**config.mk**
```make
export PLATFORM = sky130hd
export DESIGN_NAME = tmb_top
export DESIGN_NICKNAME = d
export VERILOG_FILES = /design/src/hw/tmb_pkg.sv /design/src/hw/tmb_acq_if.sv /design/src/hw/tmb_top.sv /design/src/hw/tmb_acq_window.sv
export SDC_FILE = /design/constraint.sdc
export NUM_CORES = 2
export LEC_CHECK = 0
export BUFFER_PORTS_ARGS = -buffer_cell sky130_fd_sc_hd__buf_4
export CORE_AREA = 3 3 377 379
export DETAILED_ROUTE_END_ITERATION = 6
export DIE_AREA = 0 0 380 382
export PLACE_DENSITY = 0.69
export SYNTH_ARGS = -nofsm -noshare
export SYNTH_HDL_FRONTEND = slang
export SYNTH_SLANG_ARGS = --single-unit
```
**constraint.sdc**
```tcl
create_clock -name clk_in -period 56.7 [get_ports clk_in]
set_clock_uncertainty 0.1 [all_clocks]
set_input_delay 2.835 -clock clk_in [delete_from_list [all_inputs] [get_ports clk_in]]
set_output_delay 2.835 -clock clk_in [all_outputs]
set_load 0.02 [all_outputs]
```
**src/hw/tmb_pkg.sv**
```systemverilog
// constants, types and helpers shared by the timing message builder
// assumes a single 200 MHz clock domain and a 32-bit host word stream
package tmb_pkg;
   // ***************************************************
   // register offsets and reset values
   // ***************************************************
   localparam logic [7:0] TMB_REG_CTRL = 8'h00;
   localparam logic [7:0] TMB_REG_CHAN = 8'h04;
   localparam logic [7:0] TMB_REG_DELAY = 8'h08;
   localparam logic [7:0] TMB_REG_WIDTH = 8'h0C;
   localparam logic [7:0] TMB_REG_STAT = 8'h10;
   localparam int TMB_CTRL_LEGACY_BIT = 0;
   localparam int TMB_CTRL_ACQ_BIT = 1;
   localparam logic [1:0] TMB_CTRL_RST = 2'h1;
   localparam logic [15:0] TMB_WIN_RST = 16'h0001;
   // ***************************************************
   // message layout
   // ***************************************************
   localparam int TMB_MAX_WORDS = 32;
   localparam logic [3:0] TMB_TYPE_EVENT = 4'h0;
   localparam logic [3:0] TMB_TYPE_CTRL = 4'h1;
   localparam logic [3:0] TMB_TYPE_ACQ = 4'h2;
   localparam logic [3:0] TMB_TYPE_END = 4'hF;
   localparam int TMB_TAG_DROP_BIT = 7;
   localparam int TMB_TAG_LEGACY_BIT = 6;
   localparam logic [7:0] TMB_OWN_NEW = 8'h80;
   localparam logic [4:0] TMB_EVT_WORDS = 5'd23;
   localparam logic [4:0] TMB_ACQ_WORDS = 5'd11;
   localparam logic [4:0] TMB_END_WORDS = 5'd2;
   localparam logic [31:0] TMB_HDR_WORDS = 32'h0000_0002;
   localparam logic [16:0] TMB_PID_MAX = 17'h1_FFE0;
   typedef enum logic [2:0] {
      TMB_S_IDLE = 3'b000,
      TMB_S_WAIT = 3'b001,
      TMB_S_EVT = 3'b010,
      TMB_S_CTL = 3'b011,
      TMB_S_ACQ = 3'b100,
      TMB_S_END = 3'b101
   } tmb_msg_type;
   typedef enum logic [1:0] {
      TMB_W_IDLE = 2'b00,
      TMB_W_DELAY = 2'b01,
      TMB_W_OPEN = 2'b10
   } tmb_win_type;

   // event code bits of the powerline rate codes, never reported
   function automatic logic [255:0] tmb_rate_code_mask();
      logic [255:0] m;
      m = '0;
      for (int c = 9; c <= 16; c++)
      begin
         m[c] = 1'b1;
      end
      for (int d = 2; d <= 6; d++)
      begin
         for (int c = 0; c <= 6; c++)
         begin
            m[d * 10 + c] = 1'b1;
         end
      end
      return m;
   endfunction : tmb_rate_code_mask

   // header word: channel, tag and ownership byte
   function automatic logic [31:0] tmb_header(input logic [15:0] chan, input logic drop, input logic legacy,
                                              input logic [3:0] kind);
      return {TMB_OWN_NEW, drop, legacy, 2'b00, kind, chan};
   endfunction : tmb_header
endpackage : tmb_pkg

```
**src/hw/tmb_acq_if.sv**
```systemverilog
// bundle between the message sequencer and the acquisition window unit
// assumes both ends sit on the same clock
`timescale 1ns/100ps
interface tmb_acq_if;
   logic strobe;
   logic sel;
   logic enable;
   logic legacy;
   logic [15:0] delay;
   logic [15:0] width;
   logic [63:0] sample;
   logic [63:0] avg;
   logic [63:0] upd;
   logic [63:0] init;
   logic rep;
   logic [63:0] rep_sample;
   logic [63:0] rep_avg;
   logic [63:0] rep_upd;
   logic ctl;
   logic [63:0] ctl_init;
   logic [63:0] ctl_minor;
   logic [63:0] ctl_major;
   modport seq (output strobe, sel, enable, legacy, delay, width, sample, avg, upd, init,
                input rep, rep_sample, rep_avg, rep_upd, ctl, ctl_init, ctl_minor, ctl_major);
   modport unit (input strobe, sel, enable, legacy, delay, width, sample, avg, upd, init,
                 output rep, rep_sample, rep_avg, rep_upd, ctl, ctl_init, ctl_minor, ctl_major);
endinterface : tmb_acq_if

```
**src/hw/tmb_top.sv**
```systemverilog
// timing message builder: frames a group of host messages per timing strobe
// assumes decoded frame fields arrive with a one-cycle strobe, synchronous to clk_in
// assumes the host word stream accepts one word every cycle
//
// Contract
// - messages are at most 128 bytes with an 8-byte channel and tag header
// - tag bit 7 dropped, bit 6 legacy, bits 3:0 message type
// - legacy event message carries word count excluding header at offset 4
// - pulse identifier at offset 8, legacy keeps only 17 bits up to 0x1ffe0
// - timestamp nanoseconds at offset 16, seconds at offset 20
// - rate field at offset 24, powerline markers bits 15:10, rest zero
// - timeslot field at offset 26, number 1 to 6 in bits 2:0
// - beam request word at offset 28, destination bits 7:4, present bit 0
// - event code bit vector, little endian, at offset 56
// - powerline rate event codes never set in the event code vector
// - all messages of one strobe form one concatenated group
// - every group ends with a terminator header, order kept
// - selected event on enabled channel opens window, markers inside are reported
// - sample without completion keeps watching, completion reported when it comes
// - late completion reports go out before the next publish update
// - only one marker report per window
// - legacy mode derives a publish update from each completion
// - new mode init frames turn sample and completion bits into alarm masks
`timescale 1ns/100ps
module tmb_top
   import tmb_pkg::*;
(
   input wire logic clk_in,
   input wire logic rstn_in,
   input wire logic [7:0] reg_addr_in,
   input wire logic [31:0] reg_wdata_in,
   input wire logic reg_wr_in,
   input wire logic reg_rd_in,
   output logic [31:0] reg_rdata_out,
   input wire logic frame_strobe_in,
   input wire logic evt_sel_in,
   input wire logic [63:0] pulse_identifier_in,
   input wire logic [31:0] ts_nsec_in,
   input wire logic [31:0] ts_sec_in,
   input wire logic [5:0] ac_rates_in,
   input wire logic [2:0] timeslot_in,
   input wire logic [3:0] destination_in,
   input wire logic beam_present_source_in,
   input wire logic [191:0] modifiers_in,
   input wire logic [255:0] event_codes_in,
   input wire logic [63:0] sample_accumulate_mask_in,
   input wire logic [63:0] average_complete_mask_in,
   input wire logic [63:0] publish_update_mask_in,
   input wire logic [63:0] acquisition_init_mask_in,
   output logic dma_valid_out,
   output logic [31:0] dma_data_out,
   output logic dma_last_out
);
   typedef struct packed {
      logic [1:0] ctrl;
      logic [15:0] chan;
      logic [15:0] delay;
      logic [15:0] width;
      logic [31:0] rdata;
      logic [15:0] drops;
      tmb_msg_type msg;
      logic [4:0] widx;
      logic sel;
      logic drop;
      logic has_ctl;
      logic has_acq;
      logic [63:0] pid;
      logic [31:0] nsec;
      logic [31:0] sec;
      logic [5:0] rates;
      logic [2:0] slot;
      logic [3:0] dest;
      logic beam;
      logic [191:0] mods;
      logic [255:0] codes;
      logic [63:0] r_sample;
      logic [63:0] r_avg;
      logic [63:0] r_upd;
      logic [63:0] c_init;
      logic [63:0] c_minor;
      logic [63:0] c_major;
      logic valid;
      logic [31:0] data;
      logic last;
   } tmb_top_state_type;
   tmb_top_state_type st_q;
   tmb_top_state_type st_d;
   logic [1:0] rst_sync_q;
   logic rst_n;
   logic legacy;
   logic [63:0] pid_eff;
   logic [4:0] msg_len;
   logic [31:0] word;
   logic [3:0] kind;
   tmb_acq_if acq ();

   assign rst_n = rst_sync_q[1];
   assign legacy = st_q.ctrl[TMB_CTRL_LEGACY_BIT];

   // ***************************************************
   // acquisition window unit
   // ***************************************************
   assign acq.strobe = frame_strobe_in;
   assign acq.sel = evt_sel_in;
   assign acq.enable = st_q.ctrl[TMB_CTRL_ACQ_BIT];
   assign acq.legacy = legacy;
   assign acq.delay = st_q.delay;
   assign acq.width = st_q.width;
   assign acq.sample = sample_accumulate_mask_in;
   assign acq.avg = average_complete_mask_in;
   assign acq.upd = publish_update_mask_in;
   assign acq.init = acquisition_init_mask_in;

   tmb_acq_window u_window (
      .clk_in(clk_in),
      .rstn_in(rst_n),
      .acq(acq)
   );

   // ***************************************************
   // word selection for the message in flight
   // ***************************************************
   // legacy pulse identifier keeps only its 17-bit fiducial
   assign pid_eff = legacy ? {47'h0, st_q.pid[16:0]} : st_q.pid;

   always_comb
   begin
      word = '0;
      kind = TMB_TYPE_END;
      msg_len = TMB_END_WORDS;
      case (st_q.msg)
         TMB_S_EVT:
         begin
            kind = TMB_TYPE_EVENT;
            msg_len = TMB_EVT_WORDS;
            case (st_q.widx) inside
               5'd1: word = {27'h0, TMB_EVT_WORDS} - TMB_HDR_WORDS;
               5'd2: word = pid_eff[31:0];
               5'd3: word = pid_eff[63:32];
               5'd4: word = st_q.nsec;
               5'd5: word = st_q.sec;
               5'd6: word = {13'h0, st_q.slot, st_q.rates, 10'h0};
               5'd7: word = {24'h0, st_q.dest, 3'h0, st_q.beam};
               [5'd8:5'd13]: word = st_q.mods[32 * (st_q.widx - 5'd8) +: 32];
               [5'd14:5'd21]: word = st_q.codes[32 * (st_q.widx - 5'd14) +: 32];
               default: word = '0;
            endcase
         end
         TMB_S_CTL:
         begin
            kind = TMB_TYPE_CTRL;
            msg_len = TMB_ACQ_WORDS;
            case (st_q.widx)
               5'd1: word = pid_eff[31:0];
               5'd2: word = pid_eff[63:32];
               5'd3: word = st_q.nsec;
               5'd4: word = st_q.sec;
               5'd5: word = st_q.c_init[31:0];
               5'd6: word = st_q.c_init[63:32];
               5'd7: word = st_q.c_minor[31:0];
               5'd8: word = st_q.c_minor[63:32];
               5'd9: word = st_q.c_major[31:0];
               5'd10: word = st_q.c_major[63:32];
               default: word = '0;
            endcase
         end
         TMB_S_ACQ:
         begin
            kind = TMB_TYPE_ACQ;
            msg_len = TMB_ACQ_WORDS;
            case (st_q.widx)
               5'd1: word = pid_eff[31:0];
               5'd2: word = pid_eff[63:32];
               5'd3: word = st_q.r_sample[31:0];
               5'd4: word = st_q.r_sample[63:32];
               5'd5: word = st_q.r_avg[31:0];
               5'd6: word = st_q.r_avg[63:32];
               5'd7: word = st_q.nsec;
               5'd8: word = st_q.sec;
               5'd9: word = st_q.r_upd[31:0];
               5'd10: word = st_q.r_upd[63:32];
               default: word = '0;
            endcase
         end
         default:
         begin
            word = '0;
         end
      endcase
      // every message opens with the channel and tag header
      if (st_q.widx == '0)
      begin
         word = tmb_header(st_q.chan, st_q.drop, legacy, kind);
      end
   end

   // ***************************************************
   // register port, group sequencer and reset release
   // ***************************************************
   always_comb
   begin
      st_d = st_q;
      st_d.valid = 1'b0;
      st_d.last = 1'b0;
      st_d.data = '0;
      st_d.rdata = '0;
      // register writes steer mode, channel and window
      if (reg_wr_in)
      begin
         case (reg_addr_in)
            TMB_REG_CTRL: st_d.ctrl = reg_wdata_in[1:0];
            TMB_REG_CHAN: st_d.chan = reg_wdata_in[15:0];
            TMB_REG_DELAY: st_d.delay = reg_wdata_in[15:0];
            TMB_REG_WIDTH: st_d.width = reg_wdata_in[15:0];
            default: st_d.ctrl = st_q.ctrl;
         endcase
      end
      // unmapped reads answer zero
      if (reg_rd_in)
      begin
         case (reg_addr_in)
            TMB_REG_CTRL: st_d.rdata = {30'h0, st_q.ctrl};
            TMB_REG_CHAN: st_d.rdata = {16'h0, st_q.chan};
            TMB_REG_DELAY: st_d.rdata = {16'h0, st_q.delay};
            TMB_REG_WIDTH: st_d.rdata = {16'h0, st_q.width};
            TMB_REG_STAT: st_d.rdata = {st_q.drops, 15'h0, st_q.msg != TMB_S_IDLE};
            default: st_d.rdata = '0;
         endcase
      end
      case (st_q.msg)
         TMB_S_IDLE:
         begin
            if (frame_strobe_in)
            begin
               st_d.msg = TMB_S_WAIT;
               st_d.sel = evt_sel_in;
               st_d.pid = pulse_identifier_in;
               st_d.nsec = ts_nsec_in;
               st_d.sec = ts_sec_in;
               st_d.rates = ac_rates_in;
               st_d.slot = timeslot_in;
               st_d.dest = destination_in;
               st_d.beam = beam_present_source_in;
               st_d.mods = modifiers_in;
               st_d.codes = event_codes_in & ~tmb_rate_code_mask();
            end
         end
         TMB_S_WAIT:
         begin
            // window unit answers one cycle after the strobe
            st_d.has_ctl = acq.ctl;
            st_d.has_acq = acq.rep;
            st_d.c_init = acq.ctl_init;
            st_d.c_minor = acq.ctl_minor;
            st_d.c_major = acq.ctl_major;
            st_d.r_sample = acq.rep_sample;
            st_d.r_avg = acq.rep_avg;
            st_d.r_upd = acq.rep_upd;
            st_d.widx = '0;
            st_d.msg = st_q.sel ? TMB_S_EVT : (acq.ctl ? TMB_S_CTL : (acq.rep ? TMB_S_ACQ : TMB_S_END));
         end
         default:
         begin
            st_d.valid = 1'b1;
            st_d.data = word;
            st_d.widx = st_q.widx + 5'd1;
            // dropped flag travels in the first header after a loss; once sent it is spent
            if (st_q.widx == '0)
            begin
               st_d.drop = 1'b0;
            end
            if (st_q.widx == msg_len - 5'd1)
            begin
               st_d.widx = '0;
               case (st_q.msg)
                  TMB_S_EVT: st_d.msg = st_q.has_ctl ? TMB_S_CTL : (st_q.has_acq ? TMB_S_ACQ : TMB_S_END);
                  TMB_S_CTL: st_d.msg = st_q.has_acq ? TMB_S_ACQ : TMB_S_END;
                  TMB_S_ACQ: st_d.msg = TMB_S_END;
                  default:
                  begin
                     st_d.msg = TMB_S_IDLE;
                     st_d.last = 1'b1;
                  end
               endcase
            end
         end
      endcase
      // a strobe during a group is lost; the set wins over the clear above
      if (frame_strobe_in && st_q.msg != TMB_S_IDLE)
      begin
         st_d.drop = 1'b1;
         st_d.drops = st_q.drops + 16'd1;
      end
   end

   // reset release: synchroniser alone is reset by the pin
   always_ff @(posedge clk_in or negedge rstn_in)
   begin
      if (!rstn_in)
      begin
         rst_sync_q <= 2'b00;
      end
      else
      begin
         rst_sync_q <= {rst_sync_q[0], 1'b1};
      end
   end

   // everything else runs off the released copy
   always_ff @(posedge clk_in or negedge rst_n)
   begin
      if (!rst_n)
      begin
         st_q <= '0;
         st_q.ctrl <= TMB_CTRL_RST;
         st_q.delay <= TMB_WIN_RST;
         st_q.width <= TMB_WIN_RST;
      end
      else
      begin
         st_q <= st_d;
      end
   end

   assign reg_rdata_out = st_q.rdata;
   assign dma_valid_out = st_q.valid;
   assign dma_data_out = st_q.data;
   assign dma_last_out = st_q.last;

   // ***************************************************
   // checks
   // ***************************************************
   msg_size_a: assert property (@(posedge clk_in) disable iff (!rst_n)
      st_q.widx < 5'(TMB_MAX_WORDS - 9))
      else $error("message longer than allowed");
   header_tag_a: assert property (@(posedge clk_in) disable iff (!rst_n)
      (st_q.msg == TMB_S_END && st_q.widx == '0) |=> (dma_data_out[19:16] == TMB_TYPE_END && dma_valid_out))
      else $error("terminator header has wrong type");
   length_word_a: assert property (@(posedge clk_in) disable iff (!rst_n)
      (st_q.msg == TMB_S_EVT && st_q.widx == 5'd1) |=> (dma_data_out == 32'd21))
      else $error("event length word wrong");
   pid_range_a: assert property (@(posedge clk_in) disable iff (!rst_n)
      (legacy && st_q.msg == TMB_S_EVT && st_q.widx == 5'd3) |=> (dma_data_out == '0))
      else $error("legacy pulse identifier upper word not zero");
   rate_zero_a: assert property (@(posedge clk_in) disable iff (!rst_n)
      (st_q.msg == TMB_S_EVT && st_q.widx == 5'd6) |=> (dma_data_out[9:0] == '0 && dma_data_out[31:19] == '0))
      else $error("rate or timeslot padding not zero");
   rate_codes_a: assert property (@(posedge clk_in) disable iff (!rst_n)
      (st_q.codes & tmb_rate_code_mask()) == '0)
      else $error("powerline rate code left in vector");
   reserved_zero_a: assert property (@(posedge clk_in) disable iff (!rst_n)
      (st_q.msg == TMB_S_EVT && st_q.widx == 5'd22) |=> (dma_data_out == '0 && dma_valid_out))
      else $error("reserved word not zero");
   group_end_a: assert property (@(posedge clk_in) disable iff (!rst_n)
      (st_q.msg == TMB_S_WAIT) |-> ##[1:50] dma_last_out)
      else $error("group not terminated in time");
endmodule : tmb_top

```
**src/hw/tmb_acq_window.sv**
```systemverilog
// acquisition sensitivity window for one channel
// assumes one strobe per timing frame; delay and width count frames
`timescale 1ns/100ps
module tmb_acq_window
   import tmb_pkg::*;
(
   input wire logic clk_in,
   input wire logic rstn_in,
   tmb_acq_if.unit acq
);
   typedef struct packed {
      tmb_win_type phase;
      logic [15:0] cnt;
      logic reported;
      logic late;
      logic rep;
      logic [63:0] rep_sample;
      logic [63:0] rep_avg;
      logic [63:0] rep_upd;
      logic ctl;
      logic [63:0] ctl_init;
      logic [63:0] ctl_minor;
      logic [63:0] ctl_major;
   } tmb_win_state_type;
   tmb_win_state_type st_q;
   tmb_win_state_type st_d;
   logic initing;
   logic marks;
   logic [63:0] upd_eff;

   // ***************************************************
   // window tracking
   // ***************************************************
   always_comb
   begin
      initing = !acq.legacy && (acq.init != '0);
      marks = (acq.sample != '0) || (acq.avg != '0);
      upd_eff = acq.legacy ? acq.avg : acq.upd;
      st_d = st_q;
      st_d.rep = 1'b0;
      st_d.ctl = 1'b0;
      if (acq.strobe)
      begin
         // new mode init frames carry alarm masks, not markers
         if (acq.init != '0)
         begin
            st_d.ctl = 1'b1;
            st_d.ctl_init = acq.init;
            st_d.ctl_minor = initing ? acq.sample : '0;
            st_d.ctl_major = initing ? acq.avg : '0;
         end
         case (st_q.phase)
            TMB_W_DELAY:
            begin
               st_d.cnt = st_q.cnt - 16'd1;
               if (st_q.cnt <= 16'd1)
               begin
                  st_d.phase = TMB_W_OPEN;
                  st_d.cnt = (acq.width == '0) ? 16'd1 : acq.width;
               end
            end
            TMB_W_OPEN:
            begin
               // only the first marked frame of a window goes out
               if (!initing && marks && !st_q.reported)
               begin
                  st_d.rep = 1'b1;
                  st_d.reported = 1'b1;
                  st_d.rep_sample = acq.sample;
                  st_d.rep_avg = acq.avg;
                  st_d.rep_upd = upd_eff;
                  st_d.late = (acq.avg == '0);
               end
               st_d.cnt = st_q.cnt - 16'd1;
               if (st_q.cnt <= 16'd1)
               begin
                  st_d.phase = TMB_W_IDLE;
               end
            end
            default:
            begin
               st_d.phase = TMB_W_IDLE;
            end
         endcase
         // late completion goes out at once, so never after the next update
         if (st_q.late && !initing && acq.avg != '0 && !(st_d.rep && st_q.phase == TMB_W_OPEN))
         begin
            st_d.rep = 1'b1;
            st_d.late = 1'b0;
            st_d.rep_sample = '0;
            st_d.rep_avg = acq.avg;
            st_d.rep_upd = upd_eff;
         end
         // a selected event rearms the window
         if (acq.sel && acq.enable)
         begin
            st_d.reported = 1'b0;
            st_d.phase = (acq.delay == '0) ? TMB_W_OPEN : TMB_W_DELAY;
            st_d.cnt = (acq.delay == '0) ? ((acq.width == '0) ? 16'd1 : acq.width) : acq.delay;
         end
      end
   end

   always_ff @(posedge clk_in or negedge rstn_in)
   begin
      if (!rstn_in)
      begin
         st_q <= '0;
      end
      else
      begin
         st_q <= st_d;
      end
   end

   assign acq.rep = st_q.rep;
   assign acq.rep_sample = st_q.rep_sample;
   assign acq.rep_avg = st_q.rep_avg;
   assign acq.rep_upd = st_q.rep_upd;
   assign acq.ctl = st_q.ctl;
   assign acq.ctl_init = st_q.ctl_init;
   assign acq.ctl_minor = st_q.ctl_minor;
   assign acq.ctl_major = st_q.ctl_major;

   // ***************************************************
   // checks
   // ***************************************************
   one_per_window_a: assert property (@(posedge clk_in) disable iff (!rstn_in)
      (st_q.phase == TMB_W_OPEN && st_q.reported && !(acq.sel && acq.enable) && !st_q.late) |=> !st_q.rep)
      else $error("second report inside one window");
   legacy_update_a: assert property (@(posedge clk_in) disable iff (!rstn_in)
      (acq.strobe && acq.legacy) |=> (st_q.rep_upd == st_q.rep_avg))
      else $error("legacy update differs from average done");
   alarm_mask_a: assert property (@(posedge clk_in) disable iff (!rstn_in)
      (acq.strobe && !acq.legacy && acq.init != '0) |=> (st_q.ctl && st_q.ctl_minor == $past(acq.sample) && !st_q.rep))
      else $error("init frame not taken as alarm masks");
   late_avg_a: assert property (@(posedge clk_in) disable iff (!rstn_in)
      (acq.strobe && st_q.late && acq.init == '0 && acq.avg != '0) |=> st_q.rep)
      else $error("late average done not reported");
endmodule : tmb_acq_window

```
==> results.toml <==
[synth]
yosys.area.top_type = "dfrtp_1"
syn_area_mm2 = 0.06768
syn_avg_cell_area_um2 = 11.15
yosysTopAreaCellShare_pct = 54.72
synthTopCellsByArea = "dfrtp_1, mux2_2, nand2_1"
synth.ff_latch_count = 1483
syn_nets = 6977
synth-async-reset-ratio_pct = 100.0
synth_edf_count = 0
synth_warnings = 0
ys.flop_type = "dfrtp_1"
postSynthCellCount = 6071
synth_seq_area_share_pct = 54.84
synthDistinctLibCells = 90

[sta]
tns_ps = 0
fin_crit_ps = 6400
fmax_mhz = 156.2
fin_crit_sh_pct = 11.29
hold_viol_final = 0
setup_viol = 0
final_max_slew_viol_count = 0
worst_slew_pin_slew_ps = 1160
grt_setup_unrepaired = "false"
slew_headroom_pct = 21.86

[floorplan]
die_area_mm2 = 0.1452
die_h_um = 382
num_io_pins = 958
core_mm2 = 0.1392
die_x_um = 380
rows = 137
initial_core_util_pct = 48.62

[clocking]
cts_buffers = 158
post-cts-setup-buffers = 0
clk_latency_ps = 810
clock_sinks = 1483
cts_hold_buf = 0
cts_buffer_depth = 3
clock-root-buffer = "clkbuf_16"
cts.repair.resized = 0
cts_tree = "done"
path_clk_slew_ps = 60
htreeDepth = 4

[drt]
wl_mm = 270.6
antenna_left = 0
vias_per_cell = 6.075
vias = 53273
drt-initial-drc-count = 6374
drc = 12
firstDrtPassIters = 7
detail_route.wl_per_cell_um = 30.86

[setup_path]
path_class = "primary input to register"
crit_path_end_kind = "register"
startpoint_type = "primary input"
cp.required_ps = 57290
cp_data_arrival_time_ps = 6990
critical_path.max_fanout = 82
crit_path_start = "acquisition_init_mask_in[52]"
rr_startpoint = "st_q[1018]"

[placed_design]
dp.cells = 8450
place_congestion = 0.9845
dpl.hpwl_mm = 197.4
port_buffers = 898
place_area_mm2 = 0.07528

[power]
power.share.clock_pct = 26.9
power.density_mw_per_mm2 = 49.31
vdd_drop_max_uv = 31.25
total_power_mw = 3.981
leakage_nw = 38.95
switchingPower_mw = 1.431
seqPwrFrac_pct = 42.5
switching_share_pct = 35.94
combPwrFrac_pct = 30.6
p_int_mw = 2.550

[finish]
nFillCells = 11858
final_cells = 8769
areaGrowthSynthToFinish_pct = 19.28
drive_above_1_share_pct = 31.40
design_area_mm2 = 0.08072
layout.nets = 7640
regArea_mm2 = 0.03713
final_common_cell = "nand2_1"
multiInputGateArea_mm2 = 0.02796
final_cell_mix = "nand2_1, dfrtp_1, buf_4"
final_util_pct = 57.99

[grt]
grt_pass1_wl_mm = 382.2
grt_pass1_vias = 52716
antenna_found_initial = 42
track_usage_pct = 36.46
grt_max_degree = 202
overflow = 0

[worst_hold_path]
min_path_type = "register to async pin"

[flow_run]
maxCapViolations = 0

[run_status]
violations = "DRC"
status = "complete, but fails checks"
[kinds of logic (layout without fill, tap and decap cells)]
group           after synthesis  after routing  share of synthesized area (%)
compound gates              766            766                          8.416
xor+xnor                     22             22                         0.2847
fa+ha+maj                    14             14                         0.2588
buf+inv                     572           1358                          4.104
flops                      1483           1483                          54.84
mux                        1002           1002                          18.17
other cells                   1             37                       0.005541
simple gates               2211           2211                          13.92
[area by class of cell]
type | count | share of cell area [%]
Sequential cell | 1483 | 46.00
Multi-Input combinational cell | 4016 | 34.63
Timing Repair Buffer | 990 | 9.331
Clock buffer | 230 | 5.684
Tap cell | 1876 | 2.908
Clock inverter | 53 | 0.9362
Inverter | 85 | 0.3984
Antenna cell | 36 | 0.1116
[metal layers]
metal  up-vias  wire, um  track usage (%)
met2      2920    120500            55.42
met3       666     27120            10.13
li1      22554         -                -
met1     27125    102300            46.18
met5         -        49                0
met4         8     20660            23.16
[power by group through the flow]
stage	Clock, mW	Sequential (mW)	Combinational (mW)
2_1_floorplan	0	1.56	0.821
3_3_place_gp	0	1.67	1.18
3_5_place_dp	0	1.69	1.20
4_1_cts	1.08	1.67	1.20
5_1_grt	1.12	1.71	1.29
6_report	1.07	1.69	1.22
[sequential cells by signal, summed over array words and instances, names as in the netlist, 2 cells and up]
signal / count
acq.delay: 16
acq.width: 16
dma_data_out: 32
reg_rdata_out: 32
rst_sync_q: 2
st_q: 975
u_window.acq.ctl_init: 64
u_window.acq.ctl_major: 64
u_window.acq.ctl_minor: 64
u_window.acq.rep_avg: 64
u_window.acq.rep_sample: 64
u_window.acq.rep_upd: 64
u_window.st_q: 20
[per-stage QoR]
| step | hold WS (ps) | setup WS, ps |
|---|---|---|
| 2_1_floorplan | 231.2 | 12210 |
| 3_3_place_gp | 239.0 | 49600 |
| 3_5_place_dp | 252.4 | 49580 |
| 4_1_cts | 265.3 | 50390 |
| 5_1_grt | 277.0 | 50120 |
| 6_report | 258.7 | 50300 |
[cells in the mapped netlist, drive strengths merged (59+ instances only)]
| master | count |
|---|---|
| clkbuf | 257 |
| dfrtp | 1480 |
| nor2 | 83 |
| buf | 230 |
| mux4 | 70 |
| mux2 | 813 |
| a221oi | 90 |
| a22o | 66 |
| o21ai | 103 |
| inv | 84 |
| a22oi | 182 |
| a21oi | 59 |
| nor4 | 60 |
| mux2i | 119 |
| nand2 | 1746 |
| nand3b | 78 |
| o31ai | 70 |
[worst paths after layout]
kind                                               to  slack (ps)  depth (start not counted)
setup / recovery           u_window.acq.ctl_minor[62]       50300                         10
hold / removal                              st_q[970]         260                          0
setup reg to reg                            st_q[727]       51740                          7
hold reg to reg                             st_q[970]         260                          0
max in group asynchronous                  st_q[1012]       52180                          4
min in group clk_in                     rst_sync_q[1]         260                          0
[critical path, cell delays in order]
cell	delay (ps)
buf_4	120
nor4_1	820
nand4_1	220
nor4_2	200
buf_4	250
nand2b_4	480
buf_4	790
buf_4	900
nand2_1	170
o31ai_1	100
(Power assumes the default switching activity.)
